<file path="src/inc/cg_defs.vh">
/*
  register map, field positions, reset values and settle times of the clock generator mode switch.
  assumes a 50 MHz system clock and an 8-bit register port with a 3-bit address.
*/
`ifndef CG_DEFS_VH
`define CG_DEFS_VH

`define CG_ADDR_CTRL_ONE   3'h0
`define CG_ADDR_CTRL_TWO   3'h1
`define CG_ADDR_CTRL_THREE 3'h2
`define CG_ADDR_CTRL_FOUR  3'h3
`define CG_ADDR_STATUS     3'h4

`define CG_C1_SRC_HI 7
`define CG_C1_SRC_LO 6
`define CG_C1_REFDIV_HI 5
`define CG_C1_REFDIV_LO 3
`define CG_C1_INTREF 2
`define CG_C2_OUTDIV_HI 7
`define CG_C2_OUTDIV_LO 6
`define CG_C2_RANGE 5
`define CG_C2_GAIN 4
`define CG_C2_LOWPWR 3
`define CG_C2_OSCREQ 2
`define CG_C2_EXTEN 1
`define CG_C3_LOOP 6
`define CG_C3_XDIV 4
`define CG_C3_MULT_HI 3
`define CG_C3_MULT_LO 0
`define CG_C4_DCO_HI 7
`define CG_C4_DCO_LO 6
`define CG_C4_DMX 5
`define CG_SC_LOCK 6
`define CG_SC_LOOPST 5
`define CG_SC_REFST 4
`define CG_SC_SRCST_HI 3
`define CG_SC_SRCST_LO 2
`define CG_SC_OSCRDY 1

`define CG_RST_CTRL_ONE   8'h04
`define CG_RST_CTRL_TWO   8'h40
`define CG_RST_CTRL_THREE 8'h01
`define CG_RST_CTRL_FOUR  8'h00

`define CG_FLL_F512  11'h200
`define CG_FLL_F1024 11'h400
`define CG_FLL_F1536 11'h600
`define CG_FLL_F608  11'h260
`define CG_FLL_F1216 11'h4C0
`define CG_FLL_F1824 11'h720
`define CG_FLL_EXTRA_SHIFT 4'h5

`define CG_CLK_NS      20
`define CG_SWITCH_NS   100
`define CG_LOCK_NS     1000
`define CG_OSC_NS      2000
`define CG_SWITCH_CYC  ((`CG_SWITCH_NS + `CG_CLK_NS - 1) / `CG_CLK_NS)
`define CG_LOCK_CYC    ((`CG_LOCK_NS + `CG_CLK_NS - 1) / `CG_CLK_NS)
`define CG_OSC_CYC     ((`CG_OSC_NS + `CG_CLK_NS - 1) / `CG_CLK_NS)

`endif

</file>
<file path="src/hw/cg_mode_switch.v">
/*
  clock generator mode switch: four control registers, one status register, mode decode,
  settled status tracking, lock model and the resulting output and bus clock frequencies.
  assumes software polls status after each mode-select change; reference frequencies are
  parameters, since the oscillators themselves live outside this block.
*/
`timescale 1ns/100ps
`default_nettype none
`include "cg_defs.vh"

module cg_mode_switch #(
    parameter [31:0] INT_REF_HZ = 32'h00007A12,
    parameter [31:0] EXT_REF_HZ = 32'h007A1200,
    parameter SWITCH_CYCLES = `CG_SWITCH_CYC,
    parameter LOCK_CYCLES = `CG_LOCK_CYC,
    parameter OSC_CYCLES = `CG_OSC_CYC
) (
    // clock and reset
    input wire i_clk,
    input wire i_sys_rst,
    // register port
    input wire [2:0] i_addr,
    input wire [7:0] i_wdata,
    input wire i_wr,
    input wire i_rd,
    output reg [7:0] o_rdata,
    // decoded state
    output reg [7:0] o_mode,
    output reg [10:0] o_fll_factor,
    output reg o_fll_enable,
    output reg o_pll_enable,
    output reg o_lock,
    // oscillator controls
    output reg o_osc_enable,
    output reg o_high_gain,
    output reg o_freq_range,
    output reg o_ext_ref_clock_enable,
    // resulting frequencies in Hz
    output reg [31:0] o_clock_output_hz,
    output reg [31:0] o_bus_clock_hz
);

    localparam [7:0] MODE_FLL_INT = 8'h01;
    localparam [7:0] MODE_FLL_EXT = 8'h02;
    localparam [7:0] MODE_BYP_INT = 8'h04;
    localparam [7:0] MODE_BYP_EXT = 8'h08;
    localparam [7:0] MODE_PLL_EXT = 8'h10;
    localparam [7:0] MODE_PBY_EXT = 8'h20;
    localparam [7:0] MODE_LOW_INT = 8'h40;
    localparam [7:0] MODE_LOW_EXT = 8'h80;

    reg [7:0] ctrl_one_q;
    reg [7:0] ctrl_two_q;
    reg [7:0] ctrl_three_q;
    reg [7:0] ctrl_four_q;

    wire [1:0] clock_source_select = ctrl_one_q[`CG_C1_SRC_HI:`CG_C1_SRC_LO];
    wire [2:0] ref_divider = ctrl_one_q[`CG_C1_REFDIV_HI:`CG_C1_REFDIV_LO];
    wire internal_ref_select = ctrl_one_q[`CG_C1_INTREF];
    wire [1:0] output_divider = ctrl_two_q[`CG_C2_OUTDIV_HI:`CG_C2_OUTDIV_LO];
    wire low_power_bypass = ctrl_two_q[`CG_C2_LOWPWR];
    wire oscillator_request = ctrl_two_q[`CG_C2_OSCREQ];
    wire loop_select = ctrl_three_q[`CG_C3_LOOP];
    wire extra_ref_divide = ctrl_three_q[`CG_C3_XDIV];
    wire [3:0] pll_multiplier = ctrl_three_q[`CG_C3_MULT_HI:`CG_C3_MULT_LO];
    wire [1:0] dco_range_select = ctrl_four_q[`CG_C4_DCO_HI:`CG_C4_DCO_LO];
    wire low_ref_max_multiplier = ctrl_four_q[`CG_C4_DMX];

    wire loop_select_status;
    wire internal_ref_status;
    wire [1:0] clock_source_settled;
    wire oscillator_ready;

    wire [7:0] reset_one = `CG_RST_CTRL_ONE;
    wire [7:0] reset_three = `CG_RST_CTRL_THREE;

    // register writes
    always @(posedge i_clk)
    begin
        if (i_sys_rst)
        begin
            ctrl_one_q <= `CG_RST_CTRL_ONE;
            ctrl_two_q <= `CG_RST_CTRL_TWO;
            ctrl_three_q <= `CG_RST_CTRL_THREE;
            ctrl_four_q <= `CG_RST_CTRL_FOUR;
        end
        else if (i_wr)
        begin
            case (i_addr)
                `CG_ADDR_CTRL_ONE: ctrl_one_q <= i_wdata;
                `CG_ADDR_CTRL_TWO: ctrl_two_q <= {i_wdata[7:1], 1'b0};
                // loop and multiplier stay writable in low power; they only stage the next mode
                `CG_ADDR_CTRL_THREE: ctrl_three_q <= {1'b0, i_wdata[6], 1'b0, i_wdata[4:0]};
                `CG_ADDR_CTRL_FOUR:
                begin
                    ctrl_four_q[`CG_C4_DMX] <= i_wdata[`CG_C4_DMX];
                    if (!low_power_bypass && !loop_select)
                    begin
                        ctrl_four_q[`CG_C4_DCO_HI:`CG_C4_DCO_LO] <= i_wdata[`CG_C4_DCO_HI:`CG_C4_DCO_LO];
                    end
                end
                default: ctrl_one_q <= ctrl_one_q;
            endcase
        end
    end

    // each select is mirrored only after the switch has had time to complete
    cg_settle #(.W(1), .DELAY(SWITCH_CYCLES)) u_loop_settle (
        .i_clk(i_clk),
        .i_sys_rst(i_sys_rst),
        .i_req(loop_select),
        .i_init(reset_three[`CG_C3_LOOP]),
        .o_status(loop_select_status)
    );

    cg_settle #(.W(1), .DELAY(SWITCH_CYCLES)) u_ref_settle (
        .i_clk(i_clk),
        .i_sys_rst(i_sys_rst),
        .i_req(internal_ref_select),
        .i_init(reset_one[`CG_C1_INTREF]),
        .o_status(internal_ref_status)
    );

    cg_settle #(.W(2), .DELAY(SWITCH_CYCLES)) u_source_settle (
        .i_clk(i_clk),
        .i_sys_rst(i_sys_rst),
        .i_req(clock_source_select),
        .i_init(reset_one[`CG_C1_SRC_HI:`CG_C1_SRC_LO]),
        .o_status(clock_source_settled)
    );

    cg_settle #(.W(1), .DELAY(OSC_CYCLES)) u_osc_settle (
        .i_clk(i_clk),
        .i_sys_rst(i_sys_rst),
        .i_req(oscillator_request),
        .i_init(1'b0),
        .o_status(oscillator_ready)
    );

    // low power only takes hold in the two bypass sources
    reg low_power_active;
    reg [1:0] clock_source_status;
    reg [7:0] mode;

    always @*
    begin
        low_power_active = low_power_bypass &&
            (clock_source_settled == 2'b01 || clock_source_settled == 2'b10);
        clock_source_status = (clock_source_settled == 2'b01 || clock_source_settled == 2'b10) ?
            clock_source_settled : (loop_select_status ? 2'b11 : 2'b00);
        case (clock_source_settled)
            2'b01: mode = low_power_active ? MODE_LOW_INT : MODE_BYP_INT;
            2'b10:
            begin
                if (low_power_active)
                begin
                    mode = MODE_LOW_EXT;
                end
                else
                begin
                    mode = loop_select_status ? MODE_PBY_EXT : MODE_BYP_EXT;
                end
            end
            default:
            begin
                // reserved source code 11 is treated as the loop output
                if (internal_ref_status)
                begin
                    mode = MODE_FLL_INT;
                end
                else
                begin
                    mode = loop_select_status ? MODE_PLL_EXT : MODE_FLL_EXT;
                end
            end
        endcase
    end

    // loop factors and dividers
    reg [10:0] fll_factor;
    reg [3:0] fll_ref_shift;
    reg fll_on;
    reg pll_on;
    wire [5:0] pll_mult = {pll_multiplier, 2'b00};

    always @*
    begin
        case ({low_ref_max_multiplier, dco_range_select})
            3'b000: fll_factor = `CG_FLL_F512;
            3'b001: fll_factor = `CG_FLL_F1024;
            3'b010: fll_factor = `CG_FLL_F1536;
            3'b100: fll_factor = `CG_FLL_F608;
            3'b101: fll_factor = `CG_FLL_F1216;
            3'b110: fll_factor = `CG_FLL_F1824;
            default: fll_factor = `CG_FLL_F512;
        endcase
        // extra divide only reaches the FLL path; the PLL path never sees it
        if (extra_ref_divide)
        begin
            fll_ref_shift = {1'b0, ref_divider} + `CG_FLL_EXTRA_SHIFT;
        end
        else
        begin
            fll_ref_shift = {1'b0, ref_divider};
        end
        fll_on = !loop_select_status && !low_power_active;
        pll_on = loop_select_status && !low_power_active;
    end

    // output frequency per mode
    reg [42:0] product;
    reg [31:0] clock_output;

    always @*
    begin
        case (mode)
            MODE_FLL_INT: product = INT_REF_HZ * fll_factor;
            MODE_FLL_EXT: product = (EXT_REF_HZ >> fll_ref_shift) * fll_factor;
            MODE_PLL_EXT: product = (EXT_REF_HZ >> ref_divider) * pll_mult;
            MODE_BYP_INT: product = {11'h000, INT_REF_HZ};
            MODE_LOW_INT: product = {11'h000, INT_REF_HZ};
            MODE_BYP_EXT: product = {11'h000, EXT_REF_HZ};
            MODE_PBY_EXT: product = {11'h000, EXT_REF_HZ};
            MODE_LOW_EXT: product = {11'h000, EXT_REF_HZ};
            default: product = 43'h000_0000_0000;
        endcase
        clock_output = product[31:0] >> output_divider;
    end

    // lock model: lock restarts whenever anything the running loop depends on moves
    reg [23:0] loop_cfg_q;
    reg [15:0] lock_cnt_q;
    wire [23:0] loop_cfg = {loop_select_status, internal_ref_status, low_ref_max_multiplier,
        dco_range_select, ref_divider, extra_ref_divide && !loop_select_status,
        pll_multiplier & {4{loop_select_status}}, 11'h000};
    wire loop_running = fll_on || pll_on;

    always @(posedge i_clk)
    begin
        if (i_sys_rst)
        begin
            loop_cfg_q <= 24'h000000;
            lock_cnt_q <= 16'h0000;
            o_lock <= 1'b0;
        end
        else
        begin
            loop_cfg_q <= loop_cfg;
            if (!loop_running || loop_cfg != loop_cfg_q)
            begin
                lock_cnt_q <= 16'h0000;
                o_lock <= 1'b0;
            end
            else if (lock_cnt_q == LOCK_CYCLES[15:0] - 16'h0001)
            begin
                o_lock <= 1'b1;
            end
            else
            begin
                lock_cnt_q <= lock_cnt_q + 16'h0001;
            end
        end
    end

    // registered outputs
    always @(posedge i_clk)
    begin
        if (i_sys_rst)
        begin
            o_mode <= MODE_FLL_INT;
            o_fll_factor <= `CG_FLL_F512;
            o_fll_enable <= 1'b1;
            o_pll_enable <= 1'b0;
            o_osc_enable <= 1'b0;
            o_high_gain <= 1'b0;
            o_freq_range <= 1'b0;
            o_ext_ref_clock_enable <= 1'b0;
            o_clock_output_hz <= 32'h0000_0000;
            o_bus_clock_hz <= 32'h0000_0000;
        end
        else
        begin
            o_mode <= mode;
            o_fll_factor <= fll_factor;
            o_fll_enable <= fll_on;
            o_pll_enable <= pll_on;
            o_osc_enable <= oscillator_request;
            o_high_gain <= ctrl_two_q[`CG_C2_GAIN];
            o_freq_range <= ctrl_two_q[`CG_C2_RANGE];
            o_ext_ref_clock_enable <= ctrl_two_q[`CG_C2_EXTEN];
            o_clock_output_hz <= clock_output;
            o_bus_clock_hz <= clock_output >> 1;
        end
    end

    // read port: data stand in the cycle after the strobe only
    reg [7:0] status_word;

    always @*
    begin
        status_word = 8'h00;
        status_word[`CG_SC_LOCK] = o_lock;
        status_word[`CG_SC_LOOPST] = loop_select_status;
        status_word[`CG_SC_REFST] = internal_ref_status;
        status_word[`CG_SC_SRCST_HI:`CG_SC_SRCST_LO] = clock_source_status;
        status_word[`CG_SC_OSCRDY] = oscillator_ready;
    end

    always @(posedge i_clk)
    begin
        if (i_sys_rst)
        begin
            o_rdata <= 8'h00;
        end
        else if (i_rd)
        begin
            case (i_addr)
                `CG_ADDR_CTRL_ONE: o_rdata <= ctrl_one_q;
                `CG_ADDR_CTRL_TWO: o_rdata <= ctrl_two_q;
                `CG_ADDR_CTRL_THREE: o_rdata <= ctrl_three_q;
                `CG_ADDR_CTRL_FOUR: o_rdata <= ctrl_four_q;
                `CG_ADDR_STATUS: o_rdata <= status_word;
                default: o_rdata <= 8'h00;
            endcase
        end
        else
        begin
            o_rdata <= 8'h00;
        end
    end

endmodule

`default_nettype wire

</file>
<file path="src/hw/cg_settle.v">
/*
  settle tracker: a status copy that follows its request only after the request
  has differed from it for a fixed number of cycles.
  assumes request and status live on i_clk.
*/
`timescale 1ns/100ps
`default_nettype none

module cg_settle #(
    parameter W = 1,
    parameter DELAY = 5
) (
    // clock and reset
    input wire i_clk,
    input wire i_sys_rst,
    // request and reset value
    input wire [W-1:0] i_req,
    input wire [W-1:0] i_init,
    // settled status
    output reg [W-1:0] o_status
);

    reg [15:0] cnt_q;

    always @(posedge i_clk)
    begin
        if (i_sys_rst)
        begin
            cnt_q <= 16'h0000;
        end
        else if (i_req == o_status)
        begin
            cnt_q <= 16'h0000;
        end
        else if (cnt_q == DELAY[15:0] - 16'h0001)
        begin
            cnt_q <= 16'h0000;
        end
        else
        begin
            cnt_q <= cnt_q + 16'h0001;
        end
    end

    // the reset value is a strap from the register reset constants, caught on the clock
    always @(posedge i_clk)
    begin
        if (i_sys_rst)
        begin
            o_status <= i_init;
        end
        else if (i_req != o_status && cnt_q == DELAY[15:0] - 16'h0001)
        begin
            o_status <= i_req;
        end
    end

endmodule

`default_nettype wire

</file>
<file path="config.mk">
export PLATFORM = sky130hd
export DESIGN_NAME = cg_mode_switch
export DESIGN_NICKNAME = d
export VERILOG_FILES = /design/src/hw/cg_mode_switch.v /design/src/hw/cg_settle.v
export VERILOG_INCLUDE_DIRS = /design/src /design/src/inc
export SDC_FILE = /design/constraint.sdc
export NUM_CORES = 1
export LEC_CHECK = 0
export ABC_AREA = 1
export BUFFER_PORTS_ARGS = -buffer_cell sky130_fd_sc_hd__buf_4
export CORE_ASPECT_RATIO = 0.8
export CORE_UTILIZATION = 45
export CTS_BUF_LIST = sky130_fd_sc_hd__clkbuf_4 sky130_fd_sc_hd__clkbuf_8 sky130_fd_sc_hd__clkbuf_16
export DETAILED_ROUTE_END_ITERATION = 8
export PLACE_DENSITY = 0.67
export SLEW_MARGIN = 25
export SYNTH_ARGS = -nofsm -noshare
export SYNTH_HDL_FRONTEND = slang
export SYNTH_HIERARCHICAL = 1
export SYNTH_SLANG_ARGS = --single-unit
</file>
<file path="constraint.sdc">
create_clock -name i_clk -period 6.56 [get_ports i_clk]
set_input_delay 0.656 -clock i_clk [delete_from_list [all_inputs] [get_ports i_clk]]
set_output_delay 0.656 -clock i_clk [all_outputs]
set_load 0.01 [all_outputs]
</file>
# Word-level counts from Yosys, hierarchy flattened
# Index checks and enable logic that the tools add are counted.
[word_totals] reg_bits=231
[op_classes] add_sub_neg=6 reduce_logical=31 n_bitwise=2 n_shift=3 eq_ne=33 multipliers=3 n_mux=12
[op_table] operator="one-hot mux 32 bit (5 select lines)" n=1
[op_table] operator="adder 16 x 1 -> 16 bit, second input constant" n=5
[op_table] operator="one-hot mux 11 bit (5 select lines)" n=1
[op_table] operator="== test 16 x 3 -> 1 bit, second input constant" n=3
[op_table] operator="multiplier 43 x 11 -> 32 bit" n=1
[op_table] operator="multiplier 43 x 4 -> 30 bit" n=1
[op_table] operator=">> shifter 23 x 3 -> 43 bit, first input constant" n=1
[op_table] operator=">> shifter 23 x 4 -> 43 bit, first input constant" n=1
[op_table] operator="one-hot mux 8 bit (5 select lines)" n=1
[op_table] operator=">> shifter 32 x 2 -> 32 bit" n=1
[op_table] operator="multiplier 14 x 11 -> 25 bit, first input constant" n=1
[op_table] operator="!= test 24 bit" n=1
[op_table] operator="== test 16 x 6 -> 1 bit, second input constant" n=1
[op_table] operator="== test 16 x 7 -> 1 bit, second input constant" n=1
[op_table] operator="one-hot mux 8 bit (2 select lines)" n=1
[op_table] operator="OR reduction 3 bit" n=5
[op_table] operator="== test 3 bit, second input constant" n=4
[op_table] operator="2-to-1 mux 5 bit" n=2
[op_table] operator="== test 3 x 2 -> 1 bit, second input constant" n=3
[op_table] operator="logical AND 1 bit" n=9
[op_table] operator="== test 8 x 1 -> 1 bit, second input constant" n=1
[op_table] operator="== test 8 x 2 -> 1 bit, second input constant" n=1
[op_table] operator="== test 8 x 3 -> 1 bit, second input constant" n=1
[op_table] operator="== test 8 x 4 -> 1 bit, second input constant" n=1
[op_table] operator="other kinds (25)" n=42

# Logic depth before layout (Yosys ltp)
# Gate-level depths: netlist of the first run.
[depth] word_depth=9 mapped_depth=36 ltp_nobuf=35

# Hierarchy
# The synthesis of the first run kept the hierarchy.
[modules_own_cells] mod="cg_mode_switch" area_per_inst_um2=15072.0 cells_per_inst=2250 n_inst=1 seq_area_each_um2=2282.2
[modules_own_cells] mod="cg_settle (u_loop_settle ...)" area_per_inst_um2=944.7 cells_per_inst=130 n_inst=2 seq_area_each_um2=350.3
[modules_own_cells] mod="cg_settle (u_source_settle)" area_per_inst_um2=977.2 cells_per_inst=141 n_inst=1 seq_area_each_um2=380.4
[modules_own_cells] mod="cg_settle (u_osc_settle)" area_per_inst_um2=938.4 cells_per_inst=128 n_inst=1 seq_area_each_um2=350.3

# Worst setup path before layout of the first run
# Ideal clock, no wire load.
[synth_path] path_kind="register to register" from="register ctrl_four_q[6]" to="register o_clock_output_hz[18]" path_stages_with_launch=32 path_slack_ns=0.339 period_less_slack_ns=6.221 setup_time_ns=0.058 t_arrival_ns=6.162 n_path_buf=2 path_cell_list="dfxtp_1 inv_2 nand2_1 nor2_1 inv_1 clkbuf_1 ha_1 nand2_1 nand2_1 buf_2 inv_1 nand2_1 fa_1 fa_1 fa_1 inv_1 ha_1 ha_1 ha_1 fa_1 nand3_1 nand3_1 nand2_1 nand2_1 xnor2_1 o21ai_0 inv_1 nand2_1 nand2_1 nand2_1 nand2_1 nand2_1"
[synth_between] elab_chain_cells=5
[synth_lines] item="from (decl)" line_no="cg_mode_switch.v:55" text="reg [7:0] ctrl_four_q;"
[synth_lines] item="from (signal assigned)" line_no="cg_mode_switch.v:85" text="ctrl_four_q <= `CG_RST_CTRL_FOUR;"
[synth_lines] item="from (signal, indexed assignment)" line_no="cg_mode_switch.v:96" text="ctrl_four_q[`CG_C4_DMX] <= i_wdata[`CG_C4_DMX];"
[synth_lines] item="from (signal, indexed assignment)" line_no="cg_mode_switch.v:99" text="ctrl_four_q[`CG_C4_DCO_HI:`CG_C4_DCO_LO] <= i_wdata[`CG_C4_DCO_HI:`CG_C4_DCO_LO];"
[synth_lines] item="== test 3 bit, or another cell as far along" line_no="cg_mode_switch.v:188" text="case ({low_ref_max_multiplier, dco_range_select})"
[synth_lines] item="one-hot mux 11 bit (5 select lines) *" line_no="cg_mode_switch.v:188"
[synth_lines] item="via fll_factor[8]" line_no="cg_mode_switch.v:180" text="reg [10:0] fll_factor;"
[synth_lines] item="multiplier 43 x 11 -> 32 bit / multiplier 14 x 11 -> 25 bit (equally long branches)" line_no="cg_mode_switch.v:218, cg_mode_switch.v:217"
[synth_lines] item="one-hot mux 32 bit (5 select lines) *" line_no="cg_mode_switch.v:216" text="case (mode)"
[synth_lines] item=">> shifter 32 x 2 -> 32 bit *" line_no="cg_mode_switch.v:227" text="clock_output = product[31:0] >> output_divider;"
[synth_lines] item="to (signal assigned)" line_no="cg_mode_switch.v:291" text="o_clock_output_hz <= clock_output;"
[synth_lines] item="to (decl)" line_no="cg_mode_switch.v:39" text="output reg [31:0] o_clock_output_hz,"
# The timed path passes the listed nets; every way through them passes the cells marked *.
# A chain may end at the register's enable or synchronous reset.

# Final worst setup path of the first run
[layout_path] from="register ctrl_one_q[3]" to="register o_clock_output_hz[24]"
[layout_between] elab_chain_cells=6
[layout_lines] item="from (decl)" line_no="cg_mode_switch.v:52" text="reg [7:0] ctrl_one_q;"
[layout_lines] item="from (signal assigned)" line_no="cg_mode_switch.v:82" text="ctrl_one_q <= `CG_RST_CTRL_ONE;"
[layout_lines] item="from (signal assigned)" line_no="cg_mode_switch.v:90" text="`CG_ADDR_CTRL_ONE: ctrl_one_q <= i_wdata;"
[layout_lines] item="from (signal assigned)" line_no="cg_mode_switch.v:102" text="default: ctrl_one_q <= ctrl_one_q;"
[layout_lines] item="adder 3 x 3 -> 4 bit (no line)"
[layout_lines] item="2-to-1 mux 4 bit" line_no="cg_mode_switch.v:198" text="if (extra_ref_divide)"
[layout_lines] item=">> shifter 23 x 4 -> 43 bit" line_no="cg_mode_switch.v:218" text="MODE_FLL_EXT: product = (EXT_REF_HZ >> fll_ref_shift) * fll_factor;"
[layout_lines] item="multiplier 43 x 11 -> 32 bit" line_no="cg_mode_switch.v:218"
[layout_lines] item="one-hot mux 32 bit (5 select lines) *" line_no="cg_mode_switch.v:216"
[layout_lines] item=">> shifter 32 x 2 -> 32 bit *" line_no="cg_mode_switch.v:227"
# Every way passes the cells marked *; elsewhere a longest branch is shown, timed or not.

==> results of run 1 <==
## final timing paths
kind / slack [ns] / startpoint / endpoint / cells after the start
setup / recovery: 0.27 / ctrl_one_q[3] / o_clock_output_hz[24] / 27
hold / removal: 0.42 / i_wdata[0] / ctrl_three_q[0] / 3
setup reg to reg: 0.27 / ctrl_one_q[3] / o_clock_output_hz[24] / 27
hold reg to reg: 0.46 / ctrl_two_q[1] / o_ext_ref_clock_enable / 2
## cell families (layout without fill, tap and decap cells)
| logic type | count (synthesis) | in the layout | share of synthesized area |
|---|---|---|---|
| buffers and inverters | 591 | 663 | 0.1302 |
| flip-flops | 183 | 183 | 0.1967 |
| multiplexers | 3 | 3 | 0.001789 |
| other | 2 | 11 | 0.0003978 |
| adder cells (fa/ha/maj) | 299 | 299 | 0.2495 |
| XOR/XNOR | 47 | 47 | 0.02181 |
| AO/OA/AOI/OAI | 245 | 245 | 0.07298 |
| AND/OR/NAND/NOR | 1409 | 1409 | 0.3266 |
## cell usage after synthesis, types with 5 or more instances
master,count,area (sq um)
nor4_1,5,31.28
o21ai_1,20,100.1
nor3_1,25,125.1
nand4_1,52,325.3
o21ai_0,70,350.3
buf_4,42,315.3
fa_1,129,2582
clkbuf_1,29,108.9
nor2_1,373,1400
a21oi_2,13,113.9
nand3_2,12,120.1
o22ai_1,5,31.28
or2_2,19,118.9
inv_2,29,108.9
clkinv_1,6,22.52
a21oi_1,103,515.5
nand2_2,25,156.4
buf_2,15,75.07
nor2_4,6,67.56
nand3b_1,11,82.58
dfxtp_1,178,3563
nor2_2,39,244.0
xor2_1,23,201.4
o21bai_1,11,82.58
nand2_1,618,2320
nand3_1,209,1046
xnor2_1,24,210.2
edfxtp_1,5,150.1
ha_1,170,2127
inv_1,460,1727
## power by group through the flow
stage | logic [mW] | registers, mW | clock network (mW)
final | 0.783 | 1.18 | 1.02
after global routing | 0.881 | 1.18 | 1.09
after CTS | 0.758 | 1.18 | 1.05
after detailed placement | 0.752 | 1.20 | 0
after global placement | 0.742 | 1.20 | 0
after floorplan | 0.533 | 1.20 | 0
## routing by layer
metal | track usage | vias up | share of wire
met3 | 0.04433 | 85 | 0.062
met5 | 0 | - | 0
li1 | - | 8761 | -
met2 | 0.4011 | 498 | 0.45
met4 | 0.08265 | 0 | 0.027
met1 | 0.3417 | 8316 | 0.46
## flip-flops by register name, indices dropped and copies added (netlist names), 2 cells and up
name,flops
u_source_settle/cnt_q,16
ctrl_one_q,8
o_fll_factor,6
loop_cfg_q,13
o_mode,8
u_osc_settle/cnt_q,16
o_rdata,8
o_clock_output_hz,32
u_source_settle/o_status,2
ctrl_two_q,7
u_ref_settle/cnt_q,16
ctrl_three_q,6
ctrl_four_q,3
u_loop_settle/cnt_q,16
lock_cnt_q,16
## through the flow
| step | setup slack [ns] | TNS [ns] | power (mW) | utilization | hold slack, ns |
|---|---|---|---|---|---|
| floorplan | 0.3394 | 0 | 1.731 | - | 0.4249 |
| global placement | 0.2209 | 0 | 1.944 | 0.4884 | 0.4475 |
| detailed placement | 0.1072 | 0 | 1.955 | 0.4884 | 0.4514 |
| CTS | 0.04214 | 0 | 2.984 | 0.5023 | 0.4034 |
| global route | -0.004212 | -0.009480 | 3.154 | 0.5069 | 0.4209 |
| finish | 0.2668 | 0 | 2.979 | 0.5069 | 0.4241 |
## worst max-delay path: stages, from the launching register on
cell,delay (ns)
dfxtp_4,0.40
inv_2,0.08
ha_1,0.31
nand2_1,0.07
o21a_2,0.20
inv_1,0.11
ha_1,0.23
or2_2,0.34
a31oi_1,0.22
buf_4,0.18
nor2_1,0.06
fa_1,0.52
fa_1,0.55
inv_1,0.06
fa_1,0.53
inv_1,0.05
ha_1,0.28
ha_1,0.29
ha_1,0.40
a21oi_1,0.27
o21ai_0,0.15
buf_4,0.17
nor2_1,0.14
nand3b_1,0.11
nand3_1,0.14
nand3_1,0.12
nand3_1,0.15
nand2_1,0.05
## what timing repair did
action | in CTS | in global routing
gates resized for setup | 0 | 45
setup buffers | 0 | 1
setup endpoints to repair | 0 | 21
## area by class of cell
cell class                      count  share of cell area
Timing Repair Buffer              135             0.04881
Tap cell                          544             0.03278
Clock inverter                     15            0.006810
Sequential cell                   183              0.1792
Clock buffer                       17             0.02049
Multi-Input combinational cell   2014              0.6222
Inverter                          496             0.08973
==> run summary, run 1 <==
The cell-internal power came out at 1.925 mW. The number of top-level design ports is 113. The length of the first detailed-routing pass in iterations is 6.

The mean instance size in the synthesized netlist is 6.793 sq um. The width of the die is 231.0 um. The initial antenna violation count is 0.

In the global route stage, overall resource usage came out at 0.2509. In the final routed layout, each cell accounts on average for 15.31 um. The run finished with clean final reports. In this run the tightest slew margin relative to its limit is 0.3388. The sequential-to-total area share from yosys stat is 0.1967. Leaving out fill and tap cells, the most frequent cell in the layout is nand2_1. The type of element capturing the critical path is a register.

Timing would allow up to 158.9 MHz. Subtracting the final worst setup slack from the clock period gives 6.293 ns. Setup violations remaining at the end of the flow were counted as 0. Leaving out fill and tap cells, the most frequent cells in the layout are nand2_1 (614), inv_1 (460), nor2_1 (365), nand3_1 (206), dfxtp_1 (175). The total inserted antenna cells is 0. The placed cell count came out at 3,371.

The switching power as a share of total power came out at 0.3539. The number of standard cells in the final layout excluding fillers came out at 3,404. VDD sags by at most 0.0001572 V.

The via count of the first global-routing pass is 17,080. The floorplan step defined a die boundary enclosing 42,780 sq um. The number of buffers created by CTS came out at 17. The fraction of layout cells with a size suffix above 1 is 0.1248.

The power spent charging and discharging nets came out at 1.054 mW. The multi-input combinational cells in the finished layout cover a total of 12,920 sq um. The number of nets in the layout came out at 3,161.

The CTS sink count came out at 183. Summed over all layers, the global routing overflow is 0. The number of I/O port buffers came out at 106. The cell count after synthesis is 2,779.

The number of buffers between clock root and the deepest sink came out at 2. The power density relative to cell area is 143.5 nW/um^2. In this run the cell area measured after placement is 20,010 sq um. The post-DP HPWL came out at 42,250 um. The final cell area excluding filler cells is 20,760 sq um. The number of hold buffers added after CTS came out at 0.

The synthesized area came out at 18,880 sq um. The share of the clock period used by the worst path after layout is 0.9593. The final-report hold violation count is 0. The initial standard-cell utilization of the core is 0.4609. The worst clock skew is 0.01673 ns. The die height came out at 185.2 um.

Summed over all cells, the static leakage comes to 10.39 nW. The total number of vias is 17,660. For this block, the initial DRC count from the detailed router was 1,608. The required time of the critical path is 6.92 ns. In this run the worst path has a maximum fanout of 6. The total count of max-transition violations in the final report came out at 0. Once detail routing completed, the nets flagged for antenna violations numbered 0. The count of distinct cell types in the synthesized netlist is 56.

The total DRC errors in the routed layout came out at 0. The clock tree root buffer cell is clkbuf_16. The number of violations of the max-capacitance limit is 0. The deepest level of the CTS H-tree came out at 4. The routed wire length came out at 52,100 um. Of the total power, combinational logic draws 0.263. The area of all sequential standard cells came out at 3720 sq um. The number of enable flip-flop cells after synthesis came out at 5. The weighted congestion at the end of routability-driven global placement is 0.9726. STA classifies the critical path startpoint as a register.

The min-delay analysis places its worst path in the category input port to register. The CTS tree is done. The warning count from the yosys run came out at 6. The first-pass GRT wire length came out at 85,540 um.

The detailed-route vias per instance came out at 5.188. Entering global routing, the biggest net connects 50 pins. The placeable core region is 40,960 sq um. The total number of placement rows came out at 66. The part of the power in the clock network came out at 0.342. The sequential share of power came out at 0.395. Compared with the post-synthesis result, the final layout area differs by 9.989%. The clock input transition at the sequential cells of the worst setup and hold paths came out at 0.08 ns.

In the synthesized netlist the dominant register cell turns out to be dfxtp_1. For the worst setup path, the data arrival time is 6.65 ns. The transition at the pin with the smallest max-transition slack is 0.9906 ns. The share of flip-flops with an asynchronous set or reset after synthesis is 0. The flop and latch count out of synthesis is 183.

By startpoint and endpoint, the worst setup path is classified as register to register. After filler insertion, the fill cell instance count of the layout stands at 4,099. The clock latency on the worst-skew pair is 0.47 ns.
Note: power is estimated with default switching activity, not from simulation.
==> inputs of run 2 (changes only) <==
--- a/config.mk
+++ b/config.mk
@@ -12,6 +12,7 @@
 export CORE_UTILIZATION = 45
 export CTS_BUF_LIST = sky130_fd_sc_hd__clkbuf_4 sky130_fd_sc_hd__clkbuf_8 sky130_fd_sc_hd__clkbuf_16
 export DETAILED_ROUTE_END_ITERATION = 8
+export GPL_TIMING_DRIVEN = 0
 export PLACE_DENSITY = 0.67
 export SLEW_MARGIN = 25
 export SYNTH_ARGS = -nofsm -noshare
==> run summary, run 2 (synthesis results as in run 1) <==
The width of the die is 231.0 um (unchanged). STA classifies the critical path endpoint as a register. The biggest cell delay along the critical path is 0.56 ns (about the same).

The detailed-route wire length per cell is 15.44 um (+0.91%). The via count of the first global-routing pass is 17,570 (+2.9%). From synthesis to final layout, the design area changed by 14.91%. The deepest level of the CTS H-tree is 4 (unchanged).

The routed wire length was 53,950 um (+3.5%). The power spent charging and discharging nets came to 1.103 mW (+4.6%). The tightest min-delay check is of the input port to register type. The final hold slack is 0.4109 ns (-0.01320 ns). The clock input transition at the sequential cells of the worst setup and hold paths is 0.08 ns (about the same). The total DRC errors in the routed layout is 0 (unchanged). The first-pass GRT wire length is 88,000 um (+2.9%). The die height is 185.2 um (unchanged).

The clock latency on the worst-skew pair came to 0.47 ns (about the same). The initial antenna violation count came to 1 (+1). On the critical path, the stage with the largest delay is an instance of fa_1.

The number of top-level design ports was 113 (unchanged). The family of cells with the greatest summed delay on the critical path is adder cells. The initial standard-cell utilization of the core came to 0.4609 (unchanged). The worst setup path is launched from a register.

The post-route antenna net violation count is 0 (unchanged). The logic depth of the worst register-to-register path is 28 (+3.7%). The run finished with clean final reports. The critical path starts at ctrl_one_q[5]. The power density relative to cell area came out at 145.9 nW/um^2 (+1.7%). The library cell appearing most often on the critical path is ha_1. The number of gates on the worst path with buffers counted is 28 (+3.7%).

The detailed-route vias per instance came out at 5.175 (-0.24%). In this run the critical register-to-register path is launched from ctrl_one_q[5]. The fraction of power consumed by combinational cells came out at 0.271 (+0.008). The top register by number of flip-flops is o_clock_output_hz. The pin count of the biggest net entering global routing is 21 (-58%). The part of the power in the clock network is 0.360 (+0.018). The length of the first detailed-routing pass in iterations is 7 (+1).

The cell-internal power came out at 2.061 mW (+7.1%). The full die area was 42,780 sq um (unchanged). The post-layout worst setup margin is 0.2791 ns (+0.01229 ns). The fraction of layout cells with a size suffix above 1 came out at 0.1570 (+0.03218).

The placeable core region is 40,960 sq um (unchanged). The final cell area excluding filler cells came out at 21,690 sq um (+4.5%). The leakage dissipation is 10.77 nW (+3.7%). The number of standard cells in the final layout excluding fillers is 3,493 (+2.6%). The post-DP HPWL came out at 44,030 um (+4.2%). The pre-CTS setup slack is -1.062 ns (-1.170 ns).

The number of buffers between clock root and the deepest sink came out at 2 (unchanged). The max-slew headroom at the worst pin is 0.4471 (+0.1082). The highest attainable clock frequency is 159.2 MHz (+0.20%). The number of hold buffers added after CTS came out at 0 (unchanged).

The transition at the pin with the smallest max-transition slack came out at 0.8231 ns (-0.1676 ns). The weighted congestion at the end of routability-driven global placement is 0.9784 (+0.60%). The largest vdd supply drop is 0.0001154 V (-27%).

The total inserted antenna cells is 0 (unchanged). In the layout the commonest cells are nand2_1 (610), inv_1 (453), nor2_1 (354), nand3_1 (197). The standard cell area after detailed placement is 20,390 sq um (+1.9%). The worst path buffer plus inverter count is 7 (+1). The number of violations of the max-capacitance limit came to 0 (unchanged). The total number of placement rows came out at 66 (unchanged). The reg-to-reg critical path endpoint is o_clock_output_hz[15].

The required time of the critical path is 6.90 ns (-0.02 ns). The flip-flop count of the largest register, all copies and words added came out at 32 (unchanged). The overall global routing resource usage came out at 0.2584 (+0.007508). The total number of vias is 18,080 (+2.4%). The share of the clock period used by the worst path after layout came to 0.9574 (-0.001873). The number of nets in the layout is 3,250 (+2.8%). In this run the worst setup path terminates at o_clock_output_hz[15]. The total global routing overflow came to 0 (unchanged). The iteration-0 DRC count of the detailed router is 1,400 (-13%).

The highest net fanout along the worst path is 10 (+4). The minimum clock period after layout was 6.281 ns (-0.01229 ns). The clock tree root buffer cell is clkbuf_16. The final cell utilization of the core is 0.5296 (+0.02267).

The summed negative setup slack over all endpoints came out at 0 ns (unchanged). The leading cell type in the layout, fill and taps excluded is nand2_1. The number of I/O port buffers is 106 (unchanged). The placed cell count came out at 3,438 (+2.0%). The number of buffers created by CTS is 17 (unchanged). The sequential share of power came out at 0.370 (-0.025). The critical path arrival came out at 6.62 ns (-0.03 ns). The CTS sink count came out at 183 (unchanged). TritonCTS built the clock tree.

The type of the worst setup path is register to register. The final-report hold violation count is 0 (unchanged). The worst clock skew came out at 0.01727 ns (+0.0005486 ns). The setup slack on the worst flop-to-flop path came out at 0.28 ns (about the same).

The final count of negative-setup-slack endpoints came to 0 (unchanged). The total count of max-transition violations in the final report came to 0 (unchanged). The post-route total power came out at 3.164 mW (+6.2%). The switching power as a share of total power came to 0.3485 (-0.005397).
-- run 2: cell count changes in the layout (fill, tap and decap cells not counted), moves of 6 or more --
cell      previous run  this run
a21oi_2             14        20
buf_2                0        10
buf_4              135       175
clkbuf_1             0        26
ha_1               162       156
inv_1              460       453
nand3_1            206       197
nand3_2             15        23
nor2_1             365       354
nor2_4               8        14
-- run 2: how the worst min path moves through the flow --
stage | to | slack, ns | startpoint | cells past startpoint
CTS | ctrl_three_q[0] | 0.40 | i_wdata[0] | 3
detailed placement | u_source_settle/cnt_q[15] | 0.46 | u_source_settle/cnt_q[15] | 2
finish | ctrl_three_q[0] | 0.41 | i_wdata[0] | 3
floorplan | o_freq_range | 0.42 | ctrl_two_q[5] | 2
global placement | u_osc_settle/cnt_q[15] | 0.45 | u_osc_settle/cnt_q[15] | 2
global route | ctrl_one_q[0] | 0.41 | i_wdata[0] | 3
-- run 2: layout make-up --
type | instances | area (sq um)
flip-flops and latches | 183 | 3722
fillers | 4093 | 19270
inverters | 496 | 1886
clock inverters | 15 | 221.5
clock buffers | 17 | 425.4
well taps | 544 | 680.7
multi-input cells | 2014 | 13160
repair buffers | 131 | 983.4
plain buffers | 93 | 614.3
-- run 2: power by group through the flow --
stage          sequential (mW)  combinational, mW  clock (mW)
2_1_floorplan             1.20              0.533           0
3_3_place_gp              1.19              0.772           0
3_5_place_dp              1.20              0.783           0
4_1_cts                   1.17              0.802        1.16
5_1_grt                   1.17              0.954        1.20
6_report                  1.17              0.857        1.14
-- run 2: timing repair --
action,in CTS,in global routing
pin swaps,4,18
resized for setup,39,84
buffers inserted,7,18
hold endpoints to repair,0,0
endpoints found under the setup margin,24,21
-- run 2: worst register-to-register path: cells and delay by family (launching register included) --
kind	cells	cell delay, ns
adder cells (fa/ha/maj)	7	2.77
AND/OR/NAND/NOR	12	1.59
buffers and inverters	7	0.95
flip-flops	1	0.33
XOR/XNOR	1	0.30
AO/OA/AOI/OAI	1	0.22
-- run 2: metal layers --
| layer | share of wire | global-route usage | vias up |
|---|---|---|---|
| li1 | - | - | 8941 |
| met1 | 0.46 | 0.3533 | 8532 |
| met2 | 0.46 | 0.4243 | 532 |
| met3 | 0.061 | 0.03571 | 71 |
| met4 | 0.019 | 0.07364 | 2 |
| met5 | 0.00015 | 0 | - |
==> inputs of run 3 (changes only) <==
--- a/config.mk
+++ b/config.mk
@@ -14,6 +14,7 @@
 export DETAILED_ROUTE_END_ITERATION = 8
 export GPL_TIMING_DRIVEN = 0
 export PLACE_DENSITY = 0.67
+export RECOVER_POWER = 25
 export SLEW_MARGIN = 25
 export SYNTH_ARGS = -nofsm -noshare
 export SYNTH_HDL_FRONTEND = slang
==> run summary, run 3 (synthesis results as in run 1) <==
The placeable core region is 40,960 sq um (unchanged). The power density relative to cell area came to 146.1 nW/um^2 (+0.15%). The number of I/O port buffers came out at 106 (unchanged).

The critical path arrival was 6.61 ns (about the same). The routed wire length came out at 54,040 um (+0.17%). The required time of the critical path was 6.90 ns (about the same). The worst clock skew came out at 0.01346 ns (-0.003813 ns).

The pre-CTS setup slack is -1.062 ns (unchanged). The final-report hold violation count came to 0 (unchanged). The clock tree root buffer cell is clkbuf_16. The transition at the pin with the smallest max-transition slack came out at 0.8155 ns (-0.007576 ns). The leakage dissipation is 10.74 nW (-0.23%).

For this design, the slowest cell found on the critical path is fa_1. The part of the power in the clock network came out at 0.360 (about the same). The sequential share of power came out at 0.370 (about the same).

The pin count of the biggest net entering global routing is 21 (unchanged). The final hold slack is 0.4140 ns (+0.003094 ns). The number of buffers created by CTS came out at 17 (unchanged). The total count of max-transition violations in the final report is 0 (unchanged). The max-slew headroom at the worst pin was 0.4522 (+0.005090). The largest vdd supply drop is 0.0001157 V (+0.30%).

The width of the die is 231.0 um (unchanged). The total DRC errors in the routed layout is 0 (unchanged). The final cell area excluding filler cells came to 21,620 sq um (-0.33%). The detailed-route wire length per cell is 15.47 um (+0.17%). The cell-internal power is 2.057 mW (-0.19%). The leading cell type in the layout, fill and taps excluded is nand2_1. The tightest min-delay check is of the input port to register type.

The post-route antenna net violation count is 0 (unchanged). The initial antenna violation count is 1 (unchanged). The first-pass GRT wire length is 88,000 um (unchanged).

The weighted congestion at the end of routability-driven global placement came out at 0.9784 (unchanged). The clock input transition at the sequential cells of the worst setup and hold paths was 0.09 ns (about the same). The post-layout worst setup margin was 0.2925 ns (+0.01339 ns).

The deepest level of the CTS H-tree is 4 (unchanged). The logic depth of the worst register-to-register path came out at 28 (unchanged). The highest net fanout along the worst path came out at 10 (unchanged). The library cell appearing most often on the critical path is ha_1.

The total inserted antenna cells came out at 0 (unchanged). Counting flops per register, the top entry is o_clock_output_hz. The worst path buffer plus inverter count was 7 (unchanged).

The number of nets in the layout is 3,250 (unchanged). The type of element capturing the critical path is a register. TritonCTS built the clock tree. The number of violations of the max-capacitance limit is 0 (unchanged). From synthesis to final layout, the design area changed by 14.52%. The final cell utilization of the core came out at 0.5278 (-0.001772). The highest attainable clock frequency came out at 159.6 MHz (+0.21%).

The fraction of layout cells with a size suffix above 1 came to 0.1526 (-0.004408). The share of the clock period used by the worst path after layout came out at 0.9554 (-0.002041). The number of buffers between clock root and the deepest sink came to 2 (unchanged). The iteration-0 DRC count of the detailed router was 1,505 (+7.5%). The die height is 185.2 um (unchanged). The fraction of power consumed by combinational cells came to 0.269 (-0.002). The initial standard-cell utilization of the core came out at 0.4609 (unchanged).

The reg-to-reg critical path endpoint is o_clock_output_hz[15]. The power spent charging and discharging nets is 1.101 mW (-0.17%). The biggest cell delay along the critical path was 0.55 ns (about the same). The number of cells on the worst hold path is 3 (unchanged). The standard cell area after detailed placement came out at 20,390 sq um (unchanged). The number of top-level design ports came to 113 (unchanged). The minimum clock period after layout came to 6.267 ns (-0.01339 ns). The switching power as a share of total power is 0.3486 (about the same). The setup slack on the worst flop-to-flop path is 0.29 ns (about the same).

The total number of placement rows came out at 66 (unchanged). The full die area is 42,780 sq um (unchanged). The detailed-route vias per instance was 5.163 (-0.24%).

The final count of negative-setup-slack endpoints is 0 (unchanged). The length of the first detailed-routing pass in iterations was 6 (-1). The flip-flop count of the largest register, all copies and words added is 32 (unchanged). The overall global routing resource usage is 0.2584 (unchanged).

The flow ran to the end, and the final reports show no timing, DRC or antenna violations. The worst hold path terminates at ctrl_three_q[0]. The family of cells with the greatest summed delay on the critical path is adder cells. The worst hold path begins at i_wdata[0]. The worst setup path is of the register to register kind. The via count of the first global-routing pass is 17,570 (unchanged). The launch point of the critical path is ctrl_one_q[5]. The CTS sink count came out at 183 (unchanged). The nature of the critical path startpoint is a register. The total global routing overflow came out at 0 (unchanged). The total number of vias came out at 18,030 (-0.24%).

The worst register-to-register path begins at ctrl_one_q[5]. The post-DP HPWL came to 44,030 um (unchanged). The clock latency on the worst-skew pair was 0.47 ns (about the same). The library cells used most frequently in the layout, excluding fill and tap cells, are nand2_1 (616), inv_1 (453), nor2_1 (356), nand3_1 (197), dfxtp_1 (175).
run 3: worst max-delay path by stage:
stage | slack, ns | endpoint | cells past startpoint
finish | 0.29 | o_clock_output_hz[15] | 28
global route | -0.008 | o_clock_output_hz[16] | 30
CTS | 0.01 | o_clock_output_hz[16] | 33
detailed placement | -1.06 | o_clock_output_hz[16] | 31
global placement | -1.35 | o_clock_output_hz[16] | 31
floorplan | 0.34 | o_clock_output_hz[18] | 31
run 3: worst reg2reg max path: cells and delay by family, from the launching register on:
family / cells / cell delay, ns
adders and majority gates: 7 / 2.76
and+or+nand+nor: 12 / 1.57
buffers and inverters: 7 / 0.96
DFF: 1 / 0.33
xor gates and xnor gates: 1 / 0.30
AOI/OAI and AO/OA: 1 / 0.23
run 3: timing repair:
action | CTS | global route
endpoints found under the setup margin | 24 | 21
cloned | 0 | 0
hold buffers | 0 | 0
resized for setup | 39 | 84
buffers inserted | 7 | 18
pin swaps | 4 | 18
run 3: power by group through the flow:
stage               clock network (mW)  logic, mW  registers, mW
floorplan                            0      0.533           1.20
CTS                               1.16      0.802           1.17
global placement                     0      0.772           1.19
detailed placement                   0      0.783           1.20
global route                      1.20      0.948           1.17
finish                            1.14      0.851           1.17
run 3: per-layer routing:
metal	GRT usage	up-vias	wire length [um]
met2	0.4243	531	24720
met3	0.03571	71	3351
met5	0	-	8
met1	0.3533	8490	24950
li1	-	8940	-
met4	0.07364	2	1007
run 3: metrics by stage:
stage / total power, mW / std cells / TNS (ns)
after floorplan: 1.731 / 2788 / 0
after global placement: 1.966 / 3438 / -25.74
after detailed placement: 1.979 / 3438 / -19.12
after CTS: 3.128 / 3475 / 0
after global routing: 3.325 / 3493 / -0.008076
final: 3.158 / 3493 / 0
run 3: final cells by class:
class | count | area (sq um)
Fill cell | 4108 | 19340
Multi-Input combinational cell | 2014 | 13120
Sequential cell | 183 | 3722
Inverter | 496 | 1886
Timing Repair Buffer | 131 | 979.7
Tap cell | 544 | 680.7
Buffer | 93 | 584.3
Clock buffer | 17 | 425.4
Clock inverter | 15 | 221.5
